==> config.mk <==
export PLATFORM = sky130hd
export DESIGN_NAME = core_interrupt_control
export DESIGN_NICKNAME = d
export VERILOG_FILES = /design/src/pkg/irq_ctrl_pkg.sv /design/src/design/axil_reg_slave.sv /design/src/design/core_interrupt_control.sv
export VERILOG_INCLUDE_DIRS = /design/src /design/src/pkg
export SDC_FILE = /design/constraint.sdc
export NUM_CORES = 1
export LEC_CHECK = 0
export ABC_CLOCK_PERIOD_IN_PS = 3800
export BUFFER_PORTS_ARGS = -buffer_cell sky130_fd_sc_hd__buf_2
export CAP_MARGIN = 25
export CORE_UTILIZATION = 41
export CTS_CLUSTER_SIZE = 20
export DETAILED_ROUTE_END_ITERATION = 6
export PLACE_DENSITY = 0.68
export SLEW_MARGIN = 20
export SYNTH_ARGS = -nofsm -noshare
export SYNTH_HDL_FRONTEND = slang
export SYNTH_SLANG_ARGS = --single-unit
export TNS_END_PERCENT = 5
==> constraint.sdc <==
create_clock -name clk_in -period 3.8 [get_ports clk_in]
set_input_delay 0.76 -clock clk_in [delete_from_list [all_inputs] [get_ports clk_in]]
set_output_delay 0.76 -clock clk_in [all_outputs]
set_load 0.005 [all_outputs]
==> src/pkg/irq_ctrl_params.svh <==
// constants of the core interrupt control block: offsets, bit positions, resets
// assumes inclusion by bare name from design files
// Functional notes
// - control register holds five enables and three flags
// - control register mirrored at four bank addresses
// - top bit gates every interrupt to core
// - flags set regardless of any enable bit
// - return op loads pc, sets global enable
`ifndef IRQ_CTRL_PARAMS_SVH
`define IRQ_CTRL_PARAMS_SVH

// ----------------------------------------------------------------
// register indices (byte address is four times the index)
// ----------------------------------------------------------------
`define IC_IDX_CTL_B0   10'h00B
`define IC_IDX_CTL_B1   10'h08B
`define IC_IDX_CTL_B2   10'h10B
`define IC_IDX_CTL_B3   10'h18B
`define IC_IDX_PFLAG1   10'h00C
`define IC_IDX_PFLAG2   10'h00D
`define IC_IDX_PEN1     10'h020
`define IC_IDX_PEN2     10'h021
`define IC_IDX_EVSTAT   10'h022
`define IC_IDX_EVMASK   10'h023

// ----------------------------------------------------------------
// control register bit positions
// ----------------------------------------------------------------
`define IC_BIT_GIE      7
`define IC_BIT_PERIPHERAL_GROUP_ENABLE     6
`define IC_BIT_T0IE     5
`define IC_BIT_PINIE    4
`define IC_BIT_PBIE     3
`define IC_BIT_T0IF     2
`define IC_BIT_PINIF    1
`define IC_BIT_PBIF     0

// ----------------------------------------------------------------
// reset values and bus answers
// ----------------------------------------------------------------
`define IC_RST_CTL      8'h00
`define IC_RST_PFLAG    8'h00
`define IC_PFLAG2_MASK  8'h01
`define IC_RESP_OKAY    2'h0
`define IC_RESP_SLVERR  2'h2

`endif

==> src/pkg/irq_ctrl_pkg.sv <==
// types shared by the interrupt control design files
// assumes nothing beyond a SystemVerilog compiler
package irq_ctrl_pkg;
    // read channel of the register slave
    typedef enum logic {
        RD_IDLE,
        RD_RESP
    } rd_state_t;
endpackage

==> src/design/axil_reg_slave.sv <==
// AXI4-Lite slave front end: turns bus transfers into register strobes
// assumes the owner decodes the index and reports a hit in the same cycle
`timescale 1ns/100ps
`default_nettype none
`include "irq_ctrl_params.svh"
module axil_reg_slave
    import irq_ctrl_pkg::*;
#(
    parameter int ADDR_W = 12
) (
    input  wire logic              clk_in,
    input  wire logic              rst_n_in,
    input  wire logic [ADDR_W-1:0] s_axi_awaddr_in,
    input  wire logic              s_axi_awvalid_in,
    output logic                   s_axi_awready_out,
    input  wire logic [31:0]       s_axi_wdata_in,
    input  wire logic [3:0]        s_axi_wstrb_in,
    input  wire logic              s_axi_wvalid_in,
    output logic                   s_axi_wready_out,
    output logic [1:0]             s_axi_bresp_out,
    output logic                   s_axi_bvalid_out,
    input  wire logic              s_axi_bready_in,
    input  wire logic [ADDR_W-1:0] s_axi_araddr_in,
    input  wire logic              s_axi_arvalid_in,
    output logic                   s_axi_arready_out,
    output logic [31:0]            s_axi_rdata_out,
    output logic [1:0]             s_axi_rresp_out,
    output logic                   s_axi_rvalid_out,
    input  wire logic              s_axi_rready_in,
    output logic                   wr_pulse_out,
    output logic [9:0]             wr_idx_out,
    output logic [7:0]             wr_data_out,
    output logic                   wr_lane_out,
    input  wire logic              wr_hit_in,
    output logic                   rd_pulse_out,
    output logic [9:0]             rd_idx_out,
    input  wire logic [7:0]        rd_data_in,
    input  wire logic              rd_hit_in
);
    // ----------------------------------------------------------------
    // state
    // ----------------------------------------------------------------
    logic              aw_held_reg, aw_held_next;   // write address latched
    logic [ADDR_W-1:0] aw_addr_reg, aw_addr_next;
    logic              w_held_reg,  w_held_next;    // write data latched
    logic [7:0]        w_data_reg,  w_data_next;
    logic              w_lane_reg,  w_lane_next;    // byte lane 0 strobe
    logic              bvalid_reg,  bvalid_next;
    logic [1:0]        bresp_reg,   bresp_next;
    rd_state_t         rd_state_reg, rd_state_next;
    logic [7:0]        rdata_reg,   rdata_next;
    logic [1:0]        rresp_reg,   rresp_next;
    logic              wr_go;                       // both halves present, no response pending

    // handshake outputs straight from state
    assign s_axi_awready_out = !aw_held_reg;
    assign s_axi_wready_out  = !w_held_reg;
    assign s_axi_arready_out = (rd_state_reg == RD_IDLE);
    assign wr_go             = aw_held_reg && w_held_reg && !bvalid_reg;
    assign wr_pulse_out      = wr_go;
    assign wr_idx_out        = aw_addr_reg[ADDR_W-1:2];
    assign wr_data_out       = w_data_reg;
    assign wr_lane_out       = w_lane_reg;
    assign rd_pulse_out      = s_axi_arvalid_in && s_axi_arready_out;
    assign rd_idx_out        = s_axi_araddr_in[ADDR_W-1:2];
    assign s_axi_bvalid_out  = bvalid_reg;
    assign s_axi_bresp_out   = bresp_reg;
    assign s_axi_rvalid_out  = (rd_state_reg == RD_RESP);
    assign s_axi_rresp_out   = rresp_reg;
    assign s_axi_rdata_out   = {24'h000000, rdata_reg};

    // next-state: both channels
    always_comb begin
        aw_held_next  = aw_held_reg;
        aw_addr_next  = aw_addr_reg;
        w_held_next   = w_held_reg;
        w_data_next   = w_data_reg;
        w_lane_next   = w_lane_reg;
        bvalid_next   = bvalid_reg;
        bresp_next    = bresp_reg;
        rd_state_next = rd_state_reg;
        rdata_next    = rdata_reg;
        rresp_next    = rresp_reg;
        // address and data taken in either order
        if (s_axi_awvalid_in && !aw_held_reg) begin
            aw_held_next = 1'b1;
            aw_addr_next = s_axi_awaddr_in;
        end
        if (s_axi_wvalid_in && !w_held_reg) begin
            w_held_next = 1'b1;
            w_data_next = s_axi_wdata_in[7:0];
            w_lane_next = s_axi_wstrb_in[0];
        end
        // commit write, raise response
        if (wr_go) begin
            aw_held_next = 1'b0;
            w_held_next  = 1'b0;
            bvalid_next  = 1'b1;
            bresp_next   = wr_hit_in ? `IC_RESP_OKAY : `IC_RESP_SLVERR;
        end else if (bvalid_reg && s_axi_bready_in) begin
            bvalid_next = 1'b0;
        end
        // read channel
        case (rd_state_reg)
            RD_IDLE: begin
                if (s_axi_arvalid_in) begin
                    rd_state_next = RD_RESP;
                    rdata_next    = rd_hit_in ? rd_data_in : 8'h00;
                    rresp_next    = rd_hit_in ? `IC_RESP_OKAY : `IC_RESP_SLVERR;
                end
            end
            RD_RESP: begin
                if (s_axi_rready_in) begin
                    rd_state_next = RD_IDLE;
                end
            end
            default: rd_state_next = RD_IDLE;
        endcase
    end

    // registers only
    always_ff @(posedge clk_in or negedge rst_n_in) begin
        if (!rst_n_in) begin
            aw_held_reg  <= 1'b0;
            aw_addr_reg  <= '0;
            w_held_reg   <= 1'b0;
            w_data_reg   <= 8'h00;
            w_lane_reg   <= 1'b0;
            bvalid_reg   <= 1'b0;
            bresp_reg    <= `IC_RESP_OKAY;
            rd_state_reg <= RD_IDLE;
            rdata_reg    <= 8'h00;
            rresp_reg    <= `IC_RESP_OKAY;
        end else begin
            aw_held_reg  <= aw_held_next;
            aw_addr_reg  <= aw_addr_next;
            w_held_reg   <= w_held_next;
            w_data_reg   <= w_data_next;
            w_lane_reg   <= w_lane_next;
            bvalid_reg   <= bvalid_next;
            bresp_reg    <= bresp_next;
            rd_state_reg <= rd_state_next;
            rdata_reg    <= rdata_next;
            rresp_reg    <= rresp_next;
        end
    end
endmodule
`default_nettype wire

==> src/design/core_interrupt_control.sv <==
// core interrupt control: enable/flag register, peripheral flags, return op
// assumes source events are one-cycle pulses synchronous to clk_in
//
// Decided for this implementation: the AXI4-Lite interface to the registers.
`timescale 1ns/100ps
`default_nettype none
`include "irq_ctrl_params.svh"
module core_interrupt_control
    import irq_ctrl_pkg::*;
#(
    parameter int ADDR_W = 12,
    parameter int PC_W   = 13
) (
    input  wire logic              clk_in,
    input  wire logic              rst_n_in,
    input  wire logic [ADDR_W-1:0] s_axi_awaddr_in,
    input  wire logic              s_axi_awvalid_in,
    output logic                   s_axi_awready_out,
    input  wire logic [31:0]       s_axi_wdata_in,
    input  wire logic [3:0]        s_axi_wstrb_in,
    input  wire logic              s_axi_wvalid_in,
    output logic                   s_axi_wready_out,
    output logic [1:0]             s_axi_bresp_out,
    output logic                   s_axi_bvalid_out,
    input  wire logic              s_axi_bready_in,
    input  wire logic [ADDR_W-1:0] s_axi_araddr_in,
    input  wire logic              s_axi_arvalid_in,
    output logic                   s_axi_arready_out,
    output logic [31:0]            s_axi_rdata_out,
    output logic [1:0]             s_axi_rresp_out,
    output logic                   s_axi_rvalid_out,
    input  wire logic              s_axi_rready_in,
    input  wire logic              timer0_overflow_in,  // overflow pulse
    input  wire logic              external_pin_in,     // pin edge pulse
    input  wire logic              portb_change_in,     // mismatch pulse
    input  wire logic [7:0]        periph_one_set_in,   // flag set pulses
    input  wire logic              periph_two_set_in,
    input  wire logic              irq_vector_in,       // core took vector
    input  wire logic              return_from_irq_in,  // return op executes
    input  wire logic [PC_W-1:0]   stack_top_in,        // return address
    output logic                   core_irq_out,        // request to core
    output logic                   global_enable_out,
    output logic                   pc_load_out,         // load pc pulse
    output logic [PC_W-1:0]        pc_value_out,
    output logic                   irq_out              // software line
);
    // ----------------------------------------------------------------
    // reset release
    // ----------------------------------------------------------------
    logic rst_meta_reg;  // first stage, read only by second
    logic rst_sync_n;    // released reset for the design

    // two-stage release of the async reset
    always_ff @(posedge clk_in or negedge rst_n_in) begin
        if (!rst_n_in) begin
            rst_meta_reg <= 1'b0;
            rst_sync_n   <= 1'b0;
        end else begin
            rst_meta_reg <= 1'b1;
            rst_sync_n   <= rst_meta_reg;
        end
    end

    // ----------------------------------------------------------------
    // bus front end
    // ----------------------------------------------------------------
    logic       wr_pulse;  // one register write
    logic [9:0] wr_idx;
    logic [7:0] wr_data;
    logic       wr_lane;   // byte 0 enabled
    logic       wr_hit;
    logic       rd_pulse;  // one register read
    logic [9:0] rd_idx;
    logic [7:0] rd_data;
    logic       rd_hit;

    axil_reg_slave #(.ADDR_W(ADDR_W)) u_slave (
        .clk_in            (clk_in),
        .rst_n_in          (rst_sync_n),
        .s_axi_awaddr_in   (s_axi_awaddr_in),
        .s_axi_awvalid_in  (s_axi_awvalid_in),
        .s_axi_awready_out (s_axi_awready_out),
        .s_axi_wdata_in    (s_axi_wdata_in),
        .s_axi_wstrb_in    (s_axi_wstrb_in),
        .s_axi_wvalid_in   (s_axi_wvalid_in),
        .s_axi_wready_out  (s_axi_wready_out),
        .s_axi_bresp_out   (s_axi_bresp_out),
        .s_axi_bvalid_out  (s_axi_bvalid_out),
        .s_axi_bready_in   (s_axi_bready_in),
        .s_axi_araddr_in   (s_axi_araddr_in),
        .s_axi_arvalid_in  (s_axi_arvalid_in),
        .s_axi_arready_out (s_axi_arready_out),
        .s_axi_rdata_out   (s_axi_rdata_out),
        .s_axi_rresp_out   (s_axi_rresp_out),
        .s_axi_rvalid_out  (s_axi_rvalid_out),
        .s_axi_rready_in   (s_axi_rready_in),
        .wr_pulse_out      (wr_pulse),
        .wr_idx_out        (wr_idx),
        .wr_data_out       (wr_data),
        .wr_lane_out       (wr_lane),
        .wr_hit_in         (wr_hit),
        .rd_pulse_out      (rd_pulse),
        .rd_idx_out        (rd_idx),
        .rd_data_in        (rd_data),
        .rd_hit_in         (rd_hit)
    );

    // ----------------------------------------------------------------
    // address decode
    // ----------------------------------------------------------------
    // one physical control register behind four bank addresses
    function automatic logic is_ctl(input logic [9:0] idx);
        is_ctl = (idx == `IC_IDX_CTL_B0) || (idx == `IC_IDX_CTL_B1) ||
                 (idx == `IC_IDX_CTL_B2) || (idx == `IC_IDX_CTL_B3);
    endfunction

    // any implemented register
    function automatic logic is_mapped(input logic [9:0] idx);
        is_mapped = is_ctl(idx) || (idx == `IC_IDX_PFLAG1) || (idx == `IC_IDX_PFLAG2) ||
                    (idx == `IC_IDX_PEN1) || (idx == `IC_IDX_PEN2) ||
                    (idx == `IC_IDX_EVSTAT) || (idx == `IC_IDX_EVMASK);
    endfunction

    logic wr_ctl;    // byte write hits control register
    logic wr_byte;   // any mapped byte write
    assign wr_hit  = is_mapped(wr_idx);
    assign rd_hit  = is_mapped(rd_idx);
    assign wr_byte = wr_pulse && wr_hit && wr_lane;
    assign wr_ctl  = wr_byte && is_ctl(wr_idx);

    // ----------------------------------------------------------------
    // register state
    // ----------------------------------------------------------------
    logic [7:0]      ctl_reg,    ctl_next;     // enables and core flags
    logic [7:0]      pflag1_reg, pflag1_next;  // peripheral flags one
    logic [7:0]      pflag2_reg, pflag2_next;  // peripheral flags two
    logic [7:0]      pen1_reg,   pen1_next;    // peripheral enables one
    logic [7:0]      pen2_reg,   pen2_next;    // peripheral enables two
    logic [3:0]      evstat_reg, evstat_next;  // sticky event status
    logic [3:0]      evmask_reg, evmask_next;  // event mask
    logic            creq_reg,   creq_next;    // core request
    logic            irq_reg,    irq_next;     // software interrupt line
    logic            pcld_reg,   pcld_next;    // pc load strobe
    logic [PC_W-1:0] pcval_reg,  pcval_next;   // pc load value
    logic            core_req;                 // unregistered request
    logic [3:0]      ev_in;                    // event pulses this cycle

    assign ev_in = {(|periph_one_set_in) || periph_two_set_in,
                    portb_change_in, external_pin_in, timer0_overflow_in};

    // request: global gate, then core sources or peripheral group
    assign core_req = ctl_reg[`IC_BIT_GIE] && (
        (ctl_reg[`IC_BIT_T0IE]  && ctl_reg[`IC_BIT_T0IF])  ||
        (ctl_reg[`IC_BIT_PINIE] && ctl_reg[`IC_BIT_PINIF]) ||
        (ctl_reg[`IC_BIT_PBIE]  && ctl_reg[`IC_BIT_PBIF])  ||
        (ctl_reg[`IC_BIT_PERIPHERAL_GROUP_ENABLE]  && |((pflag1_reg & pen1_reg) | (pflag2_reg & pen2_reg))));

    // next values of every register
    always_comb begin
        ctl_next    = ctl_reg;
        pflag1_next = pflag1_reg;
        pflag2_next = pflag2_reg;
        pen1_next   = pen1_reg;
        pen2_next   = pen2_reg;
        evstat_next = evstat_reg;
        evmask_next = evmask_reg;
        // software writes first
        if (wr_ctl) begin
            ctl_next = wr_data;
        end
        if (wr_byte) begin
            case (wr_idx)
                `IC_IDX_PFLAG1: pflag1_next = wr_data;
                `IC_IDX_PFLAG2: pflag2_next = wr_data & `IC_PFLAG2_MASK;
                `IC_IDX_PEN1:   pen1_next   = wr_data;
                `IC_IDX_PEN2:   pen2_next   = wr_data & `IC_PFLAG2_MASK;
                `IC_IDX_EVMASK: evmask_next = wr_data[3:0];
                default:        ;
            endcase
        end
        // reading status clears it
        if (rd_pulse && (rd_idx == `IC_IDX_EVSTAT)) begin
            evstat_next = 4'h0;
        end
        // vector entry drops global enable
        if (irq_vector_in) begin
            ctl_next[`IC_BIT_GIE] = 1'b0;
        end
        // return op sets global enable
        if (return_from_irq_in) begin
            ctl_next[`IC_BIT_GIE] = 1'b1;
        end
        // hardware sets win over clears, enables ignored
        if (timer0_overflow_in) begin
            ctl_next[`IC_BIT_T0IF] = 1'b1;
        end
        if (external_pin_in) begin
            ctl_next[`IC_BIT_PINIF] = 1'b1;
        end
        if (portb_change_in) begin
            ctl_next[`IC_BIT_PBIF] = 1'b1;
        end
        pflag1_next = pflag1_next | periph_one_set_in;
        pflag2_next[0] = pflag2_next[0] | periph_two_set_in;
        evstat_next = evstat_next | ev_in;
        // outputs
        creq_next  = core_req;
        irq_next   = |(evstat_reg & evmask_reg);
        pcld_next  = return_from_irq_in;
        pcval_next = return_from_irq_in ? stack_top_in : pcval_reg;
    end

    // registers only
    always_ff @(posedge clk_in or negedge rst_sync_n) begin
        if (!rst_sync_n) begin
            ctl_reg    <= `IC_RST_CTL;
            pflag1_reg <= `IC_RST_PFLAG;
            pflag2_reg <= `IC_RST_PFLAG;
            pen1_reg   <= 8'h00;
            pen2_reg   <= 8'h00;
            evstat_reg <= 4'h0;
            evmask_reg <= 4'h0;
            creq_reg   <= 1'b0;
            irq_reg    <= 1'b0;
            pcld_reg   <= 1'b0;
            pcval_reg  <= '0;
        end else begin
            ctl_reg    <= ctl_next;
            pflag1_reg <= pflag1_next;
            pflag2_reg <= pflag2_next;
            pen1_reg   <= pen1_next;
            pen2_reg   <= pen2_next;
            evstat_reg <= evstat_next;
            evmask_reg <= evmask_next;
            creq_reg   <= creq_next;
            irq_reg    <= irq_next;
            pcld_reg   <= pcld_next;
            pcval_reg  <= pcval_next;
        end
    end

    // read mux, unused bits zero
    always_comb begin
        rd_data = 8'h00;
        if (is_ctl(rd_idx)) begin
            rd_data = ctl_reg;
        end else begin
            case (rd_idx)
                `IC_IDX_PFLAG1: rd_data = pflag1_reg;
                `IC_IDX_PFLAG2: rd_data = pflag2_reg;
                `IC_IDX_PEN1:   rd_data = pen1_reg;
                `IC_IDX_PEN2:   rd_data = pen2_reg;
                `IC_IDX_EVSTAT: rd_data = {4'h0, evstat_reg};
                `IC_IDX_EVMASK: rd_data = {4'h0, evmask_reg};
                default:        rd_data = 8'h00;
            endcase
        end
    end

    assign core_irq_out      = creq_reg;
    assign global_enable_out = ctl_reg[`IC_BIT_GIE];
    assign pc_load_out       = pcld_reg;
    assign pc_value_out      = pcval_reg;
    assign irq_out           = irq_reg;
endmodule
`default_nettype wire

==> results of run 1 <==
Yosys cell counts (2+ instances only):
| cell | n | area, µm² |
|---|---|---|
| sky130_fd_sc_hd__a211o_1 | 4 | 35.0 |
| sky130_fd_sc_hd__a21boi_0 | 3 | 22.5 |
| sky130_fd_sc_hd__a21o_1 | 5 | 37.5 |
| sky130_fd_sc_hd__a21oi_1 | 2 | 10.0 |
| sky130_fd_sc_hd__a222oi_1 | 2 | 20.0 |
| sky130_fd_sc_hd__a22oi_1 | 7 | 52.6 |
| sky130_fd_sc_hd__a2bb2oi_1 | 2 | 17.5 |
| sky130_fd_sc_hd__a32oi_1 | 5 | 43.8 |
| sky130_fd_sc_hd__a41o_1 | 7 | 70.1 |
| sky130_fd_sc_hd__and2_1 | 5 | 31.3 |
| sky130_fd_sc_hd__and2b_1 | 2 | 15.0 |
| sky130_fd_sc_hd__and3_1 | 2 | 12.5 |
| sky130_fd_sc_hd__and4_2 | 2 | 20.0 |
| sky130_fd_sc_hd__buf_2 | 4 | 20.0 |
| sky130_fd_sc_hd__buf_4 | 26 | 195 |
| sky130_fd_sc_hd__clkbuf_1 | 8 | 30.0 |
| sky130_fd_sc_hd__conb_1 | 2 | 7.51 |
| sky130_fd_sc_hd__dfrtp_1 | 85 | 2130 |
| sky130_fd_sc_hd__inv_1 | 4 | 15.0 |
| sky130_fd_sc_hd__mux2_2 | 41 | 462 |
| sky130_fd_sc_hd__mux2_4 | 8 | 120 |
| sky130_fd_sc_hd__mux2i_1 | 13 | 130 |
| sky130_fd_sc_hd__nand2_1 | 15 | 56.3 |
| sky130_fd_sc_hd__nand2b_1 | 9 | 56.3 |
| sky130_fd_sc_hd__nand3_1 | 11 | 55.1 |
| sky130_fd_sc_hd__nor2_1 | 8 | 30.0 |
| sky130_fd_sc_hd__nor2b_1 | 5 | 31.3 |
| sky130_fd_sc_hd__nor3_1 | 2 | 10.0 |
| sky130_fd_sc_hd__nor3b_1 | 2 | 15.0 |
| sky130_fd_sc_hd__nor4_1 | 2 | 12.5 |
| sky130_fd_sc_hd__nor4bb_1 | 2 | 20.0 |
| sky130_fd_sc_hd__o21a_1 | 2 | 15.0 |
| sky130_fd_sc_hd__o21ai_0 | 11 | 55.1 |
| sky130_fd_sc_hd__o31ai_1 | 4 | 30.0 |
routing by layer:
layer  wire [µm]  track usage  up-vias  share of wire
met2        3970        0.277      136           0.46
met4          72       0.0602        0         0.0084
li1            -            -     1347              -
met5           0            0        -              0
met1        3850        0.239     1386           0.45
met3         669       0.0442        9          0.078
worst max-delay path: cells and delay by family:
kind / cells / cell delay [ps]
simple gates: 2 / 470
compound gates: 2 / 520
buf+inv: 2 / 460
metrics by stage:
step | setup WS, ps | instance area, µm² | cells
after floorplan | 1260 | 4160 | 354
after global placement | 1530 | 4560 | 540
after detailed placement | 1500 | 4580 | 541
after CTS | 1830 | 4770 | 556
after global routing | 1720 | 4770 | 556
final | 1850 | 4770 | 556
where the power goes:
| group | switching [mW] | internal [mW] | leakage (nW) |
|---|---|---|---|
| clock | 0.305 | 0.317 | 0.0992 |
| combinational | 0.190 | 0.259 | 1.19 |
| sequential | 0.178 | 1.07 | 1.00 |
| total | 0.673 | 1.64 | 2.29 |
cell type report:
class,count,area (µm²),area share
Sequential cell,85,2130,0.447
Multi-Input combinational cell,226,1760,0.370
Timing Repair Buffer,97,505,0.106
Tap cell,129,161,0.0339
Clock buffer,11,141,0.0297
Clock inverter,4,48.8,0.0102
Inverter,4,15.0,0.00315
placed cells by master, fill, tap and decap left out, types with 3 or more instances in the layout:
| cell | instances |
|---|---|
| sky130_fd_sc_hd__nand2_1 | 15 |
| sky130_fd_sc_hd__o21ai_0 | 11 |
| sky130_fd_sc_hd__nor2b_1 | 5 |
| sky130_fd_sc_hd__a22oi_1 | 7 |
| sky130_fd_sc_hd__inv_1 | 4 |
| sky130_fd_sc_hd__mux2_2 | 41 |
| sky130_fd_sc_hd__nand3_1 | 11 |
| sky130_fd_sc_hd__buf_2 | 94 |
| sky130_fd_sc_hd__clkbuf_8 | 10 |
| sky130_fd_sc_hd__a32oi_1 | 5 |
| sky130_fd_sc_hd__mux2i_1 | 13 |
| sky130_fd_sc_hd__a21boi_0 | 3 |
| sky130_fd_sc_hd__mux2_4 | 8 |
| sky130_fd_sc_hd__and2_1 | 5 |
| sky130_fd_sc_hd__a211o_1 | 4 |
| sky130_fd_sc_hd__nor2_1 | 8 |
| sky130_fd_sc_hd__a41o_1 | 7 |
| sky130_fd_sc_hd__a21o_1 | 5 |
| sky130_fd_sc_hd__dfrtp_1 | 84 |
| sky130_fd_sc_hd__o31ai_1 | 4 |
| sky130_fd_sc_hd__conb_1 | 27 |
| sky130_fd_sc_hd__nand2b_1 | 9 |
final timing paths:
| path | slack, ps | cells past startpoint | end | startpoint |
|---|---|---|---|---|
| setup / recovery | 1850 | 6 | u_slave.rdata_reg[2] | s_axi_araddr_in[3] |
| hold reg to reg | 340 | 0 | pc_load_out | rst_sync_n |
| min in group clk_in | 360 | 0 | rst_sync_n | rst_meta_reg |
| hold / removal | 190 | 1 | rst_sync_n | rst_n_in |
| setup reg to reg | 1860 | 4 | pen1_reg[7] | u_slave.s_axi_bvalid_out |
| max in group asynchronous | 2850 | 1 | u_slave.aw_addr_reg[5] | rst_sync_n |
kinds of logic after synthesis:
family	synth area share
AO/OA/AOI/OAI	0.108
buffers and inverters	0.0667
flip-flops	0.523
multiplexers	0.175
other	0.00185
AND/OR/NAND/NOR	0.126
==> impl_metrics.json, run 1 <==
{
  "setup.worst_path.class": "in2reg",
  "hold_ws_ps": 186,
  "timing.critical_path.cells": "buf_2, nor4bb_1, buf_4, nand2_1, a21o_1, o31ai_1",
  "nets": 517,
  "grt_start_max_net_pins": 50,
  "setup_viol_count_final": 0,
  "timing.fmax_ghz": 0.514,
  "hold_path.class": "in2async",
  "via_to_cell_ratio": 5.18,
  "cts.hold.buffers_added": 0,
  "grt_pass1_wl_um": 14000,
  "seq_area_frac_synth": 0.523,
  "antennaDiodeCount": 0,
  "max_slew.worst_pin.slew_ps": 729,
  "finalWirelength_um": 8560,
  "timing.final.crit_share": 0.512,
  "cts_max_level": 3,
  "route.detailed.wl_per_inst_um": 15.4,
  "power.total_mw": 2.32,
  "fin_setup_tns_ps": 0,
  "n_fill_cell": 881,
  "floorplan.rows": 35,
  "ys_types": 51,
  "numPortBuffers": 94,
  "synth-edff-count": 0,
  "route.detailed.drc": 0,
  "sinks_on_clock_net": 85,
  "flow.area_growth_from_synthesis_pct": 17.2,
  "globalplace.congestion": 0.788,
  "num_io_pins": 152,
  "maxCapViolations": 0,
  "number_of_flip_flops_in_the_largest_register": 13,
  "chipHeight_um": 102,
  "root_buffer": "sky130_fd_sc_hd__clkbuf_8",
  "floorplan.die.width_um": 102,
  "clock_skew_ps": 7.78,
  "core_area_um2": 9420,
  "first_pass_iteration_count_of_the_detailed_router": 4,
  "rsz0062_at_grt": "no",
  "groute.usage.overall": 0.176,
  "post_route_cells_drive_above_1_share": 0.398,
  "worst_skew_pair_latency_ps": 350,
  "ys.warnings.count": 0,
  "critical_path_arrival_ps": 2200,
  "final_antenna_net_count": 0,
  "initial_antenna_violation_count": 0,
  "max-slew-margin-rel": 0.512,
  "cts.repair.resized": 0,
  "cts.clk_slew.worst_paths_ps": 80,
  "first_global_vias": 2861,
  "post_synth_instance_area_um2": 4070,
  "power.density_cell_area_nw_per_um2": 486,
  "timing_max_transition_violations_final": 0,
  "report.final.hold_viol_count": 0,
  "setup.worst_path.start_class": "input port",
  "worst_path_largest_cell_delay_ps": 320,
  "cp-end-kind": "flop",
  "syn-instance-count": 329,
  "path_max_fanout": 13,
  "drt-initial-drc-count": 146,
  "result_of_the_run": "finished, final reports clean",
  "num_vias": 2878,
  "ys_seq_elements": 85,
  "place.detailed.hpwl_um": 6410,
  "finalCoreUtilization": 0.506,
  "power.leakage_nw": 2.29,
  "tritoncts": "built",
  "post_cts.repair.setup_buffers": 0,
  "postSynthAreaPerCell_um2": 12.4,
  "cts_max_path_buffers": 2,
  "cts_made_buffers": 9,
  "critPathSlowestCell": "sky130_fd_sc_hd__nor4bb_1",
  "ys_async_sr_fraction": 1.00,
  "floorplan.initialDensity": 0.432,
  "overflow": 0,
  "commonest_register_cell_after_synthesis": "sky130_fd_sc_hd__dfrtp_1",
  "design.die.area_um2": 10300,
  "worst_ep_required_time_ps": 4060,
  "vdd.ir_drop.worst_mv": 0.326,
  "timing.final.crit_period_ps": 1950
}
Note: power is estimated with default switching activity, not from simulation.
==> inputs of run 2 (changes only) <==
--- a/config.mk
+++ b/config.mk
@@ -6,7 +6,7 @@
 export SDC_FILE = /design/constraint.sdc
 export NUM_CORES = 1
 export LEC_CHECK = 0
-export ABC_CLOCK_PERIOD_IN_PS = 3800
+export ABC_CLOCK_PERIOD_IN_PS = 1800
 export BUFFER_PORTS_ARGS = -buffer_cell sky130_fd_sc_hd__buf_2
 export CAP_MARGIN = 25
 export CORE_UTILIZATION = 41
==> constraint.sdc (replaced) <==
create_clock -name clk_in -period 1.8 [get_ports clk_in]
set_input_delay 0.36 -clock clk_in [delete_from_list [all_inputs] [get_ports clk_in]]
set_output_delay 0.36 -clock clk_in [all_outputs]
set_load 0.005 [all_outputs]
==> run 2 against run 1 <==
Wire length rose by 4.2%; worst hold slack got worse by 5.7 ps; register-to-register slack lost 1800 ps; critical endpoint is now pen1_reg[4]; clock power grew 110%; total power increased by 120%; flip-flop and latch count did not move; critical path type is now reg2reg.
==> impl_metrics.json, run 2 (synthesis gave the netlist of run 1 again) <==
{
  "intPower_mw": 3.53,
  "clock_skew_ps": 12.6,
  "whs_endpoint": "ctl_reg[7]",
  "timing.rr.end": "pen1_reg[4]",
  "chipHeight_um": 102,
  "core_area_um2": 9420,
  "rrSetupSlack_ps": 60,
  "hold_ws_ps": 180,
  "timing.final.crit_period_ps": 1740,
  "floorplan.die.width_um": 102,
  "swShare": 0.296,
  "vdd.ir_drop.worst_mv": 0.681,
  "worstRegToRegCells": 4,
  "design.die.area_um2": 10300,
  "combPwrFrac": 0.218,
  "critical_path_arrival_ps": 1970,
  "timing.fmax_ghz": 0.574,
  "nets": 535,
  "num_io_pins": 152,
  "timing.final.crit_share": 0.968,
  "via_to_cell_ratio": 5.13,
  "hold_path.class": "in2reg",
  "route.detailed.wl_per_inst_um": 15.5,
  "part_of_the_power_in_registers": 0.521,
  "path_max_fanout": 8,
  "antennaDiodeCount": 0,
  "numPortBuffers": 94,
  "p_sw_mw": 1.48,
  "finalWirelength_um": 8930,
  "result_of_the_run": "finished, final reports clean",
  "globalplace.congestion": 0.791,
  "initial_antenna_violation_count": 0,
  "worst_ep_required_time_ps": 2030,
  "report.final.hold_viol_count": 0,
  "maxCapViolations": 0,
  "timing.hold.worst.start": "irq_vector_in",
  "overflow": 0,
  "final_antenna_net_count": 0,
  "number_of_flip_flops_in_the_largest_register": 13,
  "tritoncts": "built",
  "groute.usage.overall": 0.185,
  "flow.area_growth_from_synthesis_pct": 20.7,
  "final_cell_mix": "sky130_fd_sc_hd__buf_2, sky130_fd_sc_hd__dfrtp_1, sky130_fd_sc_hd__mux2_2",
  "n_fill_cell": 874,
  "finalCoreUtilization": 0.522,
  "setup_viol_count_final": 0,
  "clock_power_share": 0.261,
  "root_buffer": "sky130_fd_sc_hd__clkbuf_8",
  "worst_hold_path.num_cells": 2,
  "floorplan.rows": 35,
  "final_common_cell": "sky130_fd_sc_hd__buf_2",
  "cp-end-kind": "flop",
  "first_pass_iteration_count_of_the_detailed_router": 5,
  "r2r_start": "u_slave.s_axi_bvalid_out",
  "num_vias": 2951,
  "cts_max_level": 3,
  "place.detailed.hpwl_um": 6740,
  "route.detailed.drc": 0,
  "grt_pass1_wl_um": 14500,
  "floorplan.initialDensity": 0.432,
  "post_route_cells_drive_above_1_share": 0.417,
  "layout.cells.non_filler": 575,
  "cts.clk_slew.worst_paths_ps": 80,
  "timing_max_transition_violations_final": 0,
  "drt-initial-drc-count": 144,
  "setup.worst_path.start_class": "flop",
  "cts_made_buffers": 9,
  "dp_cells": 558,
  "sinks_on_clock_net": 85,
  "power.leakage_nw": 2.37,
  "cts_max_path_buffers": 2,
  "first_global_vias": 2952,
  "power.density_cell_area_nw_per_um2": 1020,
  "grt_start_max_net_pins": 47,
  "setup.worst_path.class": "reg2reg",
  "worst_skew_pair_latency_ps": 350
}
## run 2: final cells by class
| type | instances | area [µm²] | share of cell area |
|---|---|---|---|
| clock buffers | 13 | 139 | 0.0283 |
| flip-flops and latches | 85 | 2130 | 0.434 |
| clock inverters | 3 | 46.3 | 0.00942 |
| repair buffers | 115 | 643 | 0.131 |
| inverters | 4 | 15.0 | 0.00306 |
| well taps | 129 | 161 | 0.0329 |
| multi-input cells | 226 | 1780 | 0.362 |
## run 2: what timing repair did
action / CTS / global route
hold buffers: 1 / 0
endpoints found under the setup margin: 5 / 8
gates resized for setup: 1 / 3
hold endpoints to repair: 2 / 0
buffers inserted: 0 / 1
## run 2: per-layer routing
metal | track usage | vias up | routed length (µm)
li1 | - | 1380 | -
met1 | 0.243 | 1435 | 3990
met5 | 0 | - | 0
met4 | 0.0725 | 0 | 59
met3 | 0.0511 | 10 | 714
met2 | 0.291 | 126 | 4160
## run 2: worst max path at each step
| stage | from | endpoint | slack [ps] |
|---|---|---|---|
| 6_report | u_slave.s_axi_bvalid_out | pen1_reg[4] | 60 |
| 5_1_grt | u_slave.aw_addr_reg[3] | pflag2_reg[0] | -50 |
| 4_1_cts | u_slave.s_axi_bvalid_out | pen1_reg[4] | 10 |
| 3_5_place_dp | u_slave.s_axi_bvalid_out | pen1_reg[3] | 10 |
| 3_3_place_gp | u_slave.s_axi_bvalid_out | pen1_reg[4] | 30 |
| 2_1_floorplan | u_slave.s_axi_bvalid_out | pen1_reg[0] | 70 |
## run 2: metrics by stage
stage / worst slack (ps) / cell area, µm² / power, mW / setup TNS [ps]
after CTS: 10.9 / 4900 / 5.05 / 0
final: 58.0 / 4910 / 5.01 / 0
after detailed placement: 10.8 / 4700 / 3.72 / 0
after global placement: 28.9 / 4700 / 3.66 / 0
after global routing: -46.3 / 4910 / 5.31 / -46.3
after floorplan: 73.7 / 4160 / 3.28 / 0
## run 2: worst max-delay path, cell delays in order (launching register included)
cell and delay [ps]:
sky130_fd_sc_hd__dfrtp_1 380, sky130_fd_sc_hd__and4b_4 370, sky130_fd_sc_hd__nand4_4 100, sky130_fd_sc_hd__or3_4 450, sky130_fd_sc_hd__mux2_4 320
## run 2: power by group through the flow
stage	combinational, mW	clock, mW	sequential [mW]
after floorplan	0.709	0	2.57
after global placement	1.04	0	2.62
after detailed placement	1.08	0	2.64
after CTS	1.09	1.36	2.60
after global routing	1.22	1.42	2.67
final	1.09	1.31	2.61
